`src/drhc_defines.vh`:
```
`ifndef DRHC_DEFINES_VH
`define DRHC_DEFINES_VH
// ==========================================
// Loop states
`define DRHC_ST_FREE 2'h0
`define DRHC_ST_ACQ 2'h1
`define DRHC_ST_LOCK 2'h2
`define DRHC_ST_HOLD 2'h3
// ==========================================
// Monitor detectors per input, bit order in each group
`define DRHC_NDET 5
`define DRHC_DET_FREQ 0
`define DRHC_DET_MISS 1
`define DRHC_DET_EARLY 2
`define DRHC_DET_RUNT 3
`define DRHC_DET_PPS 4
// ==========================================
// Timing
`define DRHC_CLK_NS 10
`define DRHC_LOCK_TIME_NS 10000
`define DRHC_LOCK_CYC ((`DRHC_LOCK_TIME_NS + `DRHC_CLK_NS - 1) / `DRHC_CLK_NS)
// ==========================================
// Misc values
`define DRHC_POSTDIV_BYPASS 4'h1
`define DRHC_HIST_SHIFT 8
`endif

```
`src/drhc_dpll_ref_ctrl.v`:
```
`timescale 1ns/1ps
`include "drhc_defines.vh"
module drhc_dpll_ref_ctrl #(
   parameter NREF = 2,
   parameter CW = 2,
   parameter PW = 3,
   parameter TW = 16,
   parameter TSW = 24,
   parameter LOCK_CYC = `DRHC_LOCK_CYC
) (
   input wire core_clk, // System clock
   input wire rstn, // Async reset, active low
   input wire dpllEn, // DPLL enabled
   input wire [NREF-1:0] refPulse, // Reference edge pulses
   input wire cascPulse, // Cascade divider edge pulse
   input wire cascValid, // Cascade source usable
   input wire fbPulse, // Feedback divider edge pulse
   input wire [NREF-1:0] refFreqBad, // Frequency detector violation
   input wire [NREF-1:0] refRuntBad, // Runt detector violation
   input wire [NREF-1:0] refPpsBad, // PPS detector violation
   input wire [NREF*`DRHC_NDET-1:0] monEn, // Detector enables per input
   input wire [NREF*TW-1:0] missThr, // Missing pulse limit per input
   input wire [NREF*TW-1:0] earlyThr, // Early pulse limit per input
   input wire [(NREF+1)*PW-1:0] refPrio, // Priority per candidate, low wins
   input wire swManEn, // Software manual select
   input wire [CW-1:0] swManSel, // Software selected candidate
   input wire pinManEn, // Pin manual select
   input wire [CW-1:0] pinManSel, // Pin selected candidate
   input wire [39:0] nomNum, // Nominal numerator
   input wire [3:0] kpShift, // Proportional gain shift
   input wire [3:0] kiShift, // Integral gain shift
   input wire [TSW-1:0] lockThr, // Lock phase error limit
   input wire dcoEn, // DCO mode enable
   input wire dcoInc, // DCO increment pulse
   input wire dcoDec, // DCO decrement pulse
   input wire [39:0] frequencyDeviationStep, // DCO step
   input wire useDen24, // Use 24-bit denominator without DPLL
   input wire [23:0] den24, // Programmable denominator
   input wire apllRefSel, // 0 oscillator, 1 cascade
   input wire [3:0] postDiv3, // Third VCO post-divider
   input wire [NREF-1:0] clrLor, // Clear sticky loss flags
   input wire clrLockLost, // Clear sticky lock-lost flag
   output reg [CW-1:0] selQ, // Active candidate
   output reg [1:0] stateQ, // Loop state
   output reg [39:0] numQ, // APLL numerator
   output reg sdmCarryQ, // Divide by N+1 this cycle
   output reg den24SelQ, // 24-bit denominator in use
   output reg [23:0] den24Q, // Denominator value
   output reg apllRefSelQ, // APLL reference mux
   output reg apllFreeRunQ, // APLL free-running
   output reg bypassQ, // Post-divider bypass
   output reg [NREF-1:0] lossOfReferenceQ, // Live loss status
   output reg lockedQ, // Locked status
   output reg holdoverQ, // Holdover status
   output reg [NREF-1:0] stLorQ, // Sticky loss flags
   output reg stLockLostQ // Sticky lock-lost flag
);
   localparam NC = NREF + 1;

   // ==========================================
   // Helpers
   function [TSW-1:0] mag;
      input [TSW-1:0] e;
      begin
         mag = e[TSW-1] ? (~e + 1'b1) : e;
      end
   endfunction

   function [CW:0] pickBest;
      input [NC-1:0] v;
      input [NC*PW-1:0] p;
      integer i;
      reg [PW-1:0] bp;
      begin
         pickBest = {(CW+1){1'b0}};
         bp = {PW{1'b1}};
         for (i = 0; i < NC; i = i + 1) begin
            if (v[i] && (!pickBest[CW] || p[i*PW +: PW] < bp)) begin
               pickBest = {1'b1, i[CW-1:0]};
               bp = p[i*PW +: PW];
            end
         end
      end
   endfunction

   // ==========================================
   // Reference monitors
   wire [NREF*`DRHC_NDET-1:0] viol;
   wire [NREF-1:0] lorNow;
   genvar g;
   generate
      for (g = 0; g < NREF; g = g + 1) begin : gMon
         reg [TW-1:0] cntQ;
         reg earlyQ;
         wire [TW-1:0] missT = missThr[g*TW +: TW];
         wire [TW-1:0] earlyT = earlyThr[g*TW +: TW];
         always @(posedge core_clk or negedge rstn) begin
            if (!rstn) begin
               cntQ <= {TW{1'b0}};
               earlyQ <= 1'b0;
            end else if (refPulse[g]) begin
               earlyQ <= (cntQ < earlyT);
               cntQ <= {TW{1'b0}};
            end else if (cntQ != {TW{1'b1}}) begin
               cntQ <= cntQ + 1'b1;
            end
         end
         assign viol[g*`DRHC_NDET + `DRHC_DET_FREQ] = refFreqBad[g];
         assign viol[g*`DRHC_NDET + `DRHC_DET_MISS] = (cntQ > missT);
         assign viol[g*`DRHC_NDET + `DRHC_DET_EARLY] = earlyQ;
         assign viol[g*`DRHC_NDET + `DRHC_DET_RUNT] = refRuntBad[g];
         assign viol[g*`DRHC_NDET + `DRHC_DET_PPS] = refPpsBad[g];
         assign lorNow[g] = |(viol[g*`DRHC_NDET +: `DRHC_NDET] & monEn[g*`DRHC_NDET +: `DRHC_NDET]);
      end
   endgenerate

   // ==========================================
   // Reference choice
   wire [NC-1:0] candValid = {cascValid, ~lorNow};
   wire [NC-1:0] candPulse = {cascPulse, refPulse};
   wire [CW:0] best = pickBest(candValid, refPrio);
   reg [CW-1:0] tgtIdx;
   reg tgtOk;
   always @* begin
      if (pinManEn) begin
         tgtIdx = pinManSel;
      end else if (swManEn) begin
         tgtIdx = swManSel;
      end else begin
         tgtIdx = best[CW-1:0];
      end
      tgtOk = (pinManEn || swManEn) ? (tgtIdx < NC && candValid[tgtIdx]) : best[CW];
   end

   // ==========================================
   // Phase detector
   reg [TSW-1:0] tsQ;
   reg [TSW-1:0] fbTsQ;
   wire selPulse = candPulse[selQ];
   wire [TSW-1:0] err = tsQ - fbTsQ;
   wire errGood = (mag(err) <= lockThr);
   wire track = (stateQ == `DRHC_ST_ACQ) || (stateQ == `DRHC_ST_LOCK);
   wire upd = track && selPulse;

   // ==========================================
   // Loop state
   reg [1:0] stateD;
   reg [CW-1:0] selD;
   reg [15:0] lockCntQ;
   always @* begin
      stateD = stateQ;
      selD = selQ;
      case (stateQ)
         `DRHC_ST_FREE: begin
            if (dpllEn && tgtOk) begin
               stateD = `DRHC_ST_ACQ;
               selD = tgtIdx;
            end
         end
         `DRHC_ST_ACQ, `DRHC_ST_LOCK: begin
            if (!dpllEn) begin
               stateD = `DRHC_ST_FREE;
            end else if (!tgtOk) begin
               stateD = `DRHC_ST_HOLD;
            end else if (tgtIdx != selQ) begin
               selD = tgtIdx;
            end else if (stateQ == `DRHC_ST_ACQ && lockCntQ >= LOCK_CYC) begin
               stateD = `DRHC_ST_LOCK;
            end else if (stateQ == `DRHC_ST_LOCK && upd && !errGood) begin
               stateD = `DRHC_ST_ACQ;
            end
         end
         `DRHC_ST_HOLD: begin
            if (!dpllEn) begin
               stateD = `DRHC_ST_FREE;
            end else if (tgtOk) begin
               stateD = `DRHC_ST_ACQ;
               selD = tgtIdx;
            end
         end
         default: begin
            stateD = `DRHC_ST_FREE;
         end
      endcase
   end

   // ==========================================
   // Loop filter, history, DCO
   reg signed [39:0] integQ;
   reg signed [39:0] histQ;
   reg signed [39:0] dcoOffQ;
   wire signed [39:0] errX = {{(40-TSW){err[TSW-1]}}, err};
   wire signed [39:0] loopOut = integQ + (errX >>> kpShift);
   wire signed [39:0] histStep = ($signed(numQ) - histQ) >>> `DRHC_HIST_SHIFT;
   reg [39:0] sdmAccQ;
   wire [40:0] sdmSum = {1'b0, sdmAccQ} + {1'b0, numQ};

   always @(posedge core_clk or negedge rstn) begin
      if (!rstn) begin
         tsQ <= {TSW{1'b0}};
         fbTsQ <= {TSW{1'b0}};
         stateQ <= `DRHC_ST_FREE;
         selQ <= {CW{1'b0}};
         lockCntQ <= 16'h0000;
         integQ <= 40'h0000000000;
         histQ <= 40'h0000000000;
         dcoOffQ <= 40'h0000000000;
         numQ <= 40'h0000000000;
         sdmAccQ <= 40'h0000000000;
         sdmCarryQ <= 1'b0;
      end else begin
         tsQ <= tsQ + 1'b1;
         if (fbPulse) begin
            fbTsQ <= tsQ;
         end
         stateQ <= stateD;
         selQ <= selD;
         // Settle counter restarts on a bad error at a selected-reference edge, on a reference change, or when leaving ACQ
         if (stateD != `DRHC_ST_ACQ || selD != selQ || (upd && !errGood)) begin
            lockCntQ <= 16'h0000;
         end else if (lockCntQ != 16'hffff) begin
            lockCntQ <= lockCntQ + 1'b1;
         end
         if (stateQ == `DRHC_ST_FREE && stateD == `DRHC_ST_ACQ) begin
            integQ <= 40'h0000000000;
         end else if (stateQ == `DRHC_ST_HOLD && stateD == `DRHC_ST_ACQ) begin
            integQ <= histQ - $signed(nomNum) - dcoOffQ;
         end else if (upd) begin
            integQ <= integQ + (errX >>> kiShift);
         end
         if (stateQ == `DRHC_ST_ACQ && stateD == `DRHC_ST_LOCK) begin
            histQ <= $signed(numQ);
         end else if (stateQ == `DRHC_ST_LOCK && upd) begin
            histQ <= histQ + histStep;
         end
         if (!dcoEn) begin
            dcoOffQ <= 40'h0000000000;
         end else if (dcoInc && !dcoDec) begin
            dcoOffQ <= dcoOffQ + $signed(frequencyDeviationStep);
         end else if (dcoDec && !dcoInc) begin
            dcoOffQ <= dcoOffQ - $signed(frequencyDeviationStep);
         end
         if (stateQ == `DRHC_ST_HOLD) begin
            numQ <= histQ;
         end else if (track) begin
            numQ <= $signed(nomNum) + loopOut + dcoOffQ;
         end else begin
            numQ <= $signed(nomNum) + dcoOffQ;
         end
         if (fbPulse) begin
            sdmAccQ <= sdmSum[39:0];
            sdmCarryQ <= sdmSum[40];
         end
      end
   end

   // ==========================================
   // APLL configuration and status
   wire lockLostEv = (stateQ == `DRHC_ST_LOCK) && (stateD != `DRHC_ST_LOCK);
   always @(posedge core_clk or negedge rstn) begin
      if (!rstn) begin
         den24SelQ <= 1'b0;
         den24Q <= 24'h000000;
         apllRefSelQ <= 1'b0;
         apllFreeRunQ <= 1'b1;
         bypassQ <= 1'b0;
         lossOfReferenceQ <= {NREF{1'b0}};
         lockedQ <= 1'b0;
         holdoverQ <= 1'b0;
         stLorQ <= {NREF{1'b0}};
         stLockLostQ <= 1'b0;
      end else begin
         den24SelQ <= !dpllEn && useDen24;
         den24Q <= den24;
         apllRefSelQ <= apllRefSel;
         apllFreeRunQ <= (stateD == `DRHC_ST_FREE);
         bypassQ <= (postDiv3 == `DRHC_POSTDIV_BYPASS);
         lossOfReferenceQ <= lorNow;
         lockedQ <= (stateD == `DRHC_ST_LOCK);
         holdoverQ <= (stateD == `DRHC_ST_HOLD);
         // Set wins over clear
         stLorQ <= (stLorQ & ~clrLor) | (lorNow & ~lossOfReferenceQ);
         stLockLostQ <= (stLockLostQ & ~clrLockLost) | lockLostEv;
      end
   end
endmodule // drhc_dpll_ref_ctrl

```
`config.mk`:
```
export PLATFORM = sky130hd
export DESIGN_NAME = drhc_dpll_ref_ctrl
export DESIGN_NICKNAME = d
export VERILOG_FILES = /design/src/drhc_dpll_ref_ctrl.v
export VERILOG_INCLUDE_DIRS = /design/src
export SDC_FILE = /design/constraint.sdc
export NUM_CORES = 2
export LEC_CHECK = 0
export BUFFER_PORTS_ARGS = -buffer_cell sky130_fd_sc_hd__buf_2
export CAP_MARGIN = 20
export CORE_MARGIN = 2
export CORE_UTILIZATION = 40
export CTS_BUF_LIST = sky130_fd_sc_hd__clkbuf_2 sky130_fd_sc_hd__clkbuf_4 sky130_fd_sc_hd__clkbuf_8
export CTS_CLUSTER_SIZE = 10
export DETAILED_ROUTE_END_ITERATION = 12
export RECOVER_POWER = 100
export SETUP_SLACK_MARGIN = 0.05
export SLEW_MARGIN = 10
export SYNTH_ARGS = -nofsm -noshare
export SYNTH_HDL_FRONTEND = slang
export SYNTH_SLANG_ARGS = --single-unit
```
`constraint.sdc`:
```
create_clock -name core_clk -period 9.1 [get_ports core_clk]
set_input_delay 0.91 -clock core_clk [delete_from_list [all_inputs] [get_ports core_clk]]
set_output_delay 0.91 -clock core_clk [all_outputs]
set_load 0.02 [all_outputs]
```
Word-level counts from Yosys, hierarchy flattened:

Index checks and enable logic that the tools add are counted.

* reductions and logical operators: 38
* equal/unequal tests: 15
* $add $sub $neg: 18
* order comparisons: 11
* multiplexer cells: 45
* bitwise logic cells: 12
* shift-type cells: 2

Operator list (count)
* $mux W40: 10
* $add A40 B40 Y40: 6
* $sub A40 B40 Y40: 4
* $mux W16: 6
* $sshr A24 B4 Y40: 2
* $add A16 B1 Y16 const B: 3
* $add A24 B1 Y24 const B: 2
* $ne A16 B16 Y1 const B: 3
* $add A40 B40 Y41: 1
* $add A40 B32 Y40: 1
* $gt A16 B16 Y1: 2
* $lt A16 B16 Y1: 2
* $mux W2: 16
* $le A24 B24 Y1: 1
* $mux W24: 1
* $not A24 Y24: 1
* $sub A24 B24 Y24: 1
* $ge A16 B10 Y1 const B: 1
* $logic_and A1 B1 Y1: 16
* $mux W3: 5
* $pmux W2 S3: 2
* $and A5 B5 Y5: 2
* $reduce_or A5 Y1: 2
* $eq A2 B2 Y1 const B: 4
* 23 further kinds: 47

* register bits after elaboration: 338
* word-level logic and storage cells: 166
* output and inout bits: 80
* input port bits: 251

Logic depth before layout (Yosys ltp):

* word-level depth: 26
* mapped depth: 36
* mapped depth without buffers: 36

Worst setup path after synthesis:

OpenSTA, ideal clock, no wires.

* path type: reg2reg
* from: register tsQ[0]
* to: register numQ[38]
* arrival: 8088 ps
* setup slack: 886 ps
* clock period less this slack: 8214 ps
* data required time: 8974 ps
* stages on the path, launching flop included: 34
* setup time: 126 ps
* path buffers: 0
* path through: dfrtp_1 -> inv_1 -> ha_1 -> inv_1 -> fa_1 -> a21o_1 -> a21oi_1 -> o21ai_0 -> a21oi_1 -> o21ai_1 -> o311a_1 -> or3_1 -> and2_1 -> o311ai_1 -> mux2i_1 -> nor2_1 -> a21oi_1 -> mux4_2 -> fa_1 -> inv_1 -> ha_1 -> or3_1 -> or3_1 -> o211a_1 -> o311ai_1 -> a21oi_1 -> o41ai_1 -> a21oi_1 -> o211ai_1 -> a21oi_1 -> o41ai_1 -> xor2_1 -> nor2_1 -> a221o_1

* longest elaborated chain between the ends: 7

Ends and longest elaborated chain
* start: declaration: RTL line drhc_dpll_ref_ctrl.v:137 `reg [TSW-1:0] tsQ;`
* start signal: assignment: RTL line drhc_dpll_ref_ctrl.v:200 `tsQ <= {TSW{1'b0}};`
* start signal: assignment: RTL line drhc_dpll_ref_ctrl.v:212 `tsQ <= tsQ + 1'b1;`
* $sub A24 B24 Y24: RTL line drhc_dpll_ref_ctrl.v:140 `wire [TSW-1:0] err = tsQ - fbTsQ;`
* $sshr A24 B4 Y40: RTL line drhc_dpll_ref_ctrl.v:193 `wire signed [39:0] loopOut = integQ + (errX >>> kpShift);`
* $add A40 B40 Y40: RTL line drhc_dpll_ref_ctrl.v:193
* $add A40 B40 Y40 (2 in series): RTL line drhc_dpll_ref_ctrl.v:246 `numQ <= $signed(nomNum) + loopOut + dcoOffQ;`
* $mux W40: RTL line drhc_dpll_ref_ctrl.v:245 `end else if (track) begin`
* $mux W40: RTL line drhc_dpll_ref_ctrl.v:243 `` if (stateQ == `DRHC_ST_HOLD) begin ``
* end signal: assignment: RTL line drhc_dpll_ref_ctrl.v:244 `numQ <= histQ;`
* end signal: assignment: RTL line drhc_dpll_ref_ctrl.v:246
* end signal: assignment: RTL line drhc_dpll_ref_ctrl.v:248 `numQ <= $signed(nomNum) + dcoOffQ;`
* end: declaration: RTL line drhc_dpll_ref_ctrl.v:45 `output reg [39:0] numQ,`

Every way passes these cells.
A chain may end at the register's enable or synchronous reset.

Worst setup path in the final report:

* from: register tsQ[0]
* to: register integQ[39]

* longest elaborated chain between the ends: 17
* elaborated cells on any way between the ends: 22
* classes of those cells: 3 x add/sub; 1 x order compare; 1 x eq/ne; 1 x shift; 10 x mux; 1 x bitwise; 5 x reduce/logical

Ends and longest elaborated chain
* $sub A24 B24 Y24 *: RTL line drhc_dpll_ref_ctrl.v:140
* $not A24 Y24: RTL line drhc_dpll_ref_ctrl.v:65 `mag = e[TSW-1] ? (~e + 1'b1) : e;`
* $add A24 B1 Y24: RTL line drhc_dpll_ref_ctrl.v:65
* $mux W24: RTL line drhc_dpll_ref_ctrl.v:65
* $le A24 B24 Y1: RTL line drhc_dpll_ref_ctrl.v:141 `wire errGood = (mag(err) <= lockThr);`
* $logic_not A1 Y1: RTL line drhc_dpll_ref_ctrl.v:169 `` end else if (stateQ == `DRHC_ST_LOCK && upd && !errGood) begin ``
* $logic_and A1 B1 Y1: RTL line drhc_dpll_ref_ctrl.v:169
* $mux W2: RTL line drhc_dpll_ref_ctrl.v:169
* $mux W2: RTL line drhc_dpll_ref_ctrl.v:167 `` end else if (stateQ == `DRHC_ST_ACQ && lockCntQ >= LOCK_CYC) begin ``
* $mux W2: RTL line drhc_dpll_ref_ctrl.v:165 `end else if (tgtIdx != selQ) begin`
* $mux W2: RTL line drhc_dpll_ref_ctrl.v:163 `end else if (!tgtOk) begin`
* $mux W2: RTL line drhc_dpll_ref_ctrl.v:161 `if (!dpllEn) begin`
* $pmux W2 S3: RTL line drhc_dpll_ref_ctrl.v:153 `case (stateQ)`
* $eq A2 B1 Y1 (no source line)
* $logic_and A1 B1 Y1 (no source line)
* $mux W40: RTL line drhc_dpll_ref_ctrl.v:226 `` end else if (stateQ == `DRHC_ST_HOLD && stateD == `DRHC_ST_ACQ) begin ``
* $mux W40: RTL line drhc_dpll_ref_ctrl.v:224 `` if (stateQ == `DRHC_ST_FREE && stateD == `DRHC_ST_ACQ) begin ``
* end signal: assignment: RTL line drhc_dpll_ref_ctrl.v:227 `integQ <= histQ - $signed(nomNum) - dcoOffQ;`
* end signal: assignment: RTL line drhc_dpll_ref_ctrl.v:229 `integQ <= integQ + (errX >>> kiShift);`
* end: declaration: RTL line drhc_dpll_ref_ctrl.v:189 `reg signed [39:0] integQ;`

Every way passes the cells marked *; elsewhere a longest branch is shown, timed or not. The select of a mux whose other input is x is not followed.

==> summary.txt <==
STA
  – Count of endpoints failing setup in the final report: 0
  – Min Hold Slack: approximately 0.33 ns
  – Skew final: 0.0301 ns
  – Slew at the pin closest to its max-slew limit: 4.86 ns
  – RSZ-0062 raised after global routing: true
  – Total Negative Setup Slacks: 0 ns
  – Final critical delay including setup and external delays: approximately 8.6 ns
  – Highest clock rate: between 100 and 150 MHz
  – Final worst path period share: 94.0%
  – Max Slew Vio Count: 402
  – Count of final hold-check violations: 0
  – Max-slew headroom: -224%

CTS
  – Setup Fix Bufs, Post-CTS: 0
  – Clock transition at path regs: 0.06 ns
  – Cell at the root of the clock tree: sky130_fd_sc_hd__clkbuf_8
  – Clock Path Buffers: 3
  – Clock latency on the worst-skew pair: 0.68 ns
  – Number of buffers inserted during clock tree synthesis: 68
  – # clock sinks: 338
  – Clock tree from TritonCTS: done
  – H-tree depth: 3

Detailed routing
  – First drt pass iteration count: 6
  – DRT antenna net count: 0
  – Count of vias placed by the detailed router: ~34000
  – Routed wire per std cell: between 15 and 20 µm
  – Post-Route WL: 111000 µm
  – Iteration-0 DRC count of the detailed router: between 2000 and 2500
  – Number of vias per cell after detailed routing: 5.34
  – DRC violations left: 0

Power and ir drop
  – IR Drop Worst-Case VDD: 220 µV
  – Post-layout total power: 16.8 mW
  – Leak pwr: ~21 nW
  – Power Density: 390 nW/µm²

Worst setup path
  – Peak fanout along the critical path: 11
  – Launching element type of the critical path: flop
  – CP required: 9.59 ns
  – Arrival time worst endpoint: 9.04 ns
  – Critical Path End Type: flop
  – Maximum cell stage delay along the critical path: 0.56 ns
  – Worst R2R Setup Slack: about 0.55 ns
  – Buffers and inverters on the worst path: 3
  – Endpoint of the lowest-slack register-to-register path: integQ[39]
  – Total number of cells along the worst setup path: 34
  – Cell type with the highest occurrence count on the critical path: sky130_fd_sc_hd__a21oi_1
  – Worst flop-to-flop path startpoint: tsQ[0]
  – Slowest CP cell: sky130_fd_sc_hd__o41ai_1
  – Number of cells on the worst reg-to-reg path: 34
  – Kind of critical path: reg -> reg
  – CP top delay family: compound AO/OA/AOI/OAI gates

Synth
  – Largest area contributor in the netlist: sky130_fd_sc_hd__dfrtp_1
  – Top post-synthesis cells by area: sky130_fd_sc_hd__dfrtp_1, sky130_fd_sc_hd__ha_1, sky130_fd_sc_hd__fa_1, sky130_fd_sc_hd__xnor2_1, sky130_fd_sc_hd__a21oi_1
  – Number of enable-type register cells in the synthesized netlist: 0
  – Top FF cell, synth: sky130_fd_sc_hd__dfrtp_1
  – Yosys top cell area share: 21.8%
  – Total of flip-flops plus latches after synthesis: 338
  – Yosys warns: 0
  – Asr flop ratio synth: 100%
  – Number of nets produced by synthesis: 5576
  – Combined area of all synthesized cells: 38600 µm²
  – Synthesized area per cell: 8.18 µm²
  – Gate count of the mapped netlist: 4725
  – Post-synthesis sequential area ratio: between 20 and 25%
  – Library cells used by synthesis: between 80 and 90

GRT
  – GRT Residual Overflow: 0
  – First-pass GRT wire length: 175000 µm
  – Number of global-route vias before repair: ~33000
  – Pin count of the biggest net entering global routing: 79
  – Antenna violations before repair: 14
  – Total Routing Usage GR: between 20% and 30%

Floorplanning
  – Die Footprint: approximately 99000 µm²
  – X dimension of the die: 315 µm
  – Total I/O pin count: approximately 330
  – Chip height: approximately 310 µm
  – Area of the core region: 95300 µm²
  – Number of placement rows: about 110
  – Initial core utilization: 40.5%

Layout
  – Fraction of layout cells with a size suffix above 1: 9.73%
  – Final design utilization: 45.3%
  – Most frequent standard cell in the layout excluding fill and tap cells: sky130_fd_sc_hd__inv_1
  – Leading cell types in the layout, fill and taps excluded: sky130_fd_sc_hd__inv_1, sky130_fd_sc_hd__ha_1, sky130_fd_sc_hd__nor2_1, sky130_fd_sc_hd__a21oi_1, sky130_fd_sc_hd__nand2_1
  – Final nets: 5889
  – Number of fill cells in the layout: 9659
  – P&R area growth vs syn: 11.7%
  – Final instance count without filler cells: roughly 6400

Hold path
  – Destination of the worst hold path: den24Q[12]
  – Hold Path Class: in -> reg
  – Worst hold stages: 1
  – Min-delay src: den24[12]

Run
  – Number of max-cap violations: 7

Placed design
  – IO Port Bufs: 330
  – Placed instance count: 6232
  – Half-perimeter wire length after placement: 90600 µm
  – Final weighted congestion in routability-driven placement: 0.923

Outcome
  – Violations in the final reports: capacitance limit, slew limit
  – Run status: finished, violations left
cell families (layout without fill, tap and decap cells):
logic type	count (synthesis)	after routing	share of synthesized area [%]
compound gates	1311	1311	21.4
xor+xnor	417	417	9.45
fa+ha+maj	600	600	21.8
buf+inv	615	979	6.10
flops	338	338	21.9
mux	121	121	3.42
other cells	0	9	0
simple gates	1323	1323	15.9
flip-flops by register name, summed over array words and instances (netlist names), 16 cells and up:
register and count:
sdmAccQ 40, fbTsQ 24, numQ 40, lockCntQ 16
gMon.cntQ 32, dcoOffQ 40, tsQ 24, histQ 40
integQ 40, den24Q 24
worst reg2reg max path, delay by kind of cell (launching register included):
family / cells / cell delay [ns]
muxes: 1 / 0.18
xor gates and xnor gates: 1 / 0.17
buffers and inverters: 3 / 0.36
and+or+nand+nor: 4 / 0.85
AOI/OAI and AO/OA: 22 / 5.36
adders and majority gates: 3 / 0.98
DFF: 1 / 0.43
repair_timing:
action / 4_1_cts / 5_1_grt
hold buffers: 0 / 0
setup endpoints to repair: 0 / 14
endpoints found under the hold margin: 0 / 0
resized for setup: 0 / 12
layout make-up:
cell class	instances	area [µm²]	share of cell area (%)
flip-flops and latches	338	8460	19.6
well taps	1265	1580	3.67
clock inverters	19	313	0.725
multi-input cells	3772	27900	64.6
repair buffers	365	1760	4.08
clock buffers	102	1280	2.96
diodes	9	22.5	0.0522
inverters	493	1850	4.29
cells in the mapped netlist, types with 53 or more instances:
cell type                  number
sky130_fd_sc_hd__nand2_1      357
sky130_fd_sc_hd__fa_1         123
sky130_fd_sc_hd__o21ai_0      258
sky130_fd_sc_hd__o21a_1        66
sky130_fd_sc_hd__clkbuf_1      97
sky130_fd_sc_hd__xnor2_1      242
sky130_fd_sc_hd__nand3_1       83
sky130_fd_sc_hd__nor3_1        77
sky130_fd_sc_hd__xor2_1       175
sky130_fd_sc_hd__a211oi_1      60
sky130_fd_sc_hd__mux2_2        55
sky130_fd_sc_hd__and2_1        53
sky130_fd_sc_hd__a21o_1       144
sky130_fd_sc_hd__inv_1        487
sky130_fd_sc_hd__a21oi_1      420
sky130_fd_sc_hd__ha_1         477
sky130_fd_sc_hd__nor2_1       455
sky130_fd_sc_hd__dfrtp_1      337
sky130_fd_sc_hd__a31oi_1       55
sky130_fd_sc_hd__mux2i_1       62
sky130_fd_sc_hd__nand2b_1      63
worst max-delay path by stage:
stage            from          to
6_report       tsQ[0]  integQ[39]
5_1_grt        tsQ[0]    numQ[39]
4_1_cts        tsQ[0]    numQ[39]
3_5_place_dp   tsQ[0]    numQ[39]
3_3_place_gp   tsQ[0]    numQ[39]
2_1_floorplan  tsQ[0]    numQ[38]
metrics by stage:
step | cell area (µm²) | setup slack [ns]
global placement | 41700 | 0.273
floorplan | 38600 | 0.886
CTS | 43300 | 0.132
global route | 43100 | 0.0298
finish | 43100 | 0.549
detailed placement | 41700 | 0.187
routing by layer:
metal,global-route usage (%),vias to the layer above,wire [µm]
met1,31.7,15900,53800
li1,-,17100,-
met2,34.0,841,47600
met5,0,-,35
met4,6.99,6,2510
met3,3.70,134,6870
power by group:
group | internal, mW | switching [mW]
Clock | 1.13 | 0.737
Sequential | 1.93 | 0.689
Combinational | 5.40 | 6.94
No activity file was read; power rests on OpenSTA's default activity.
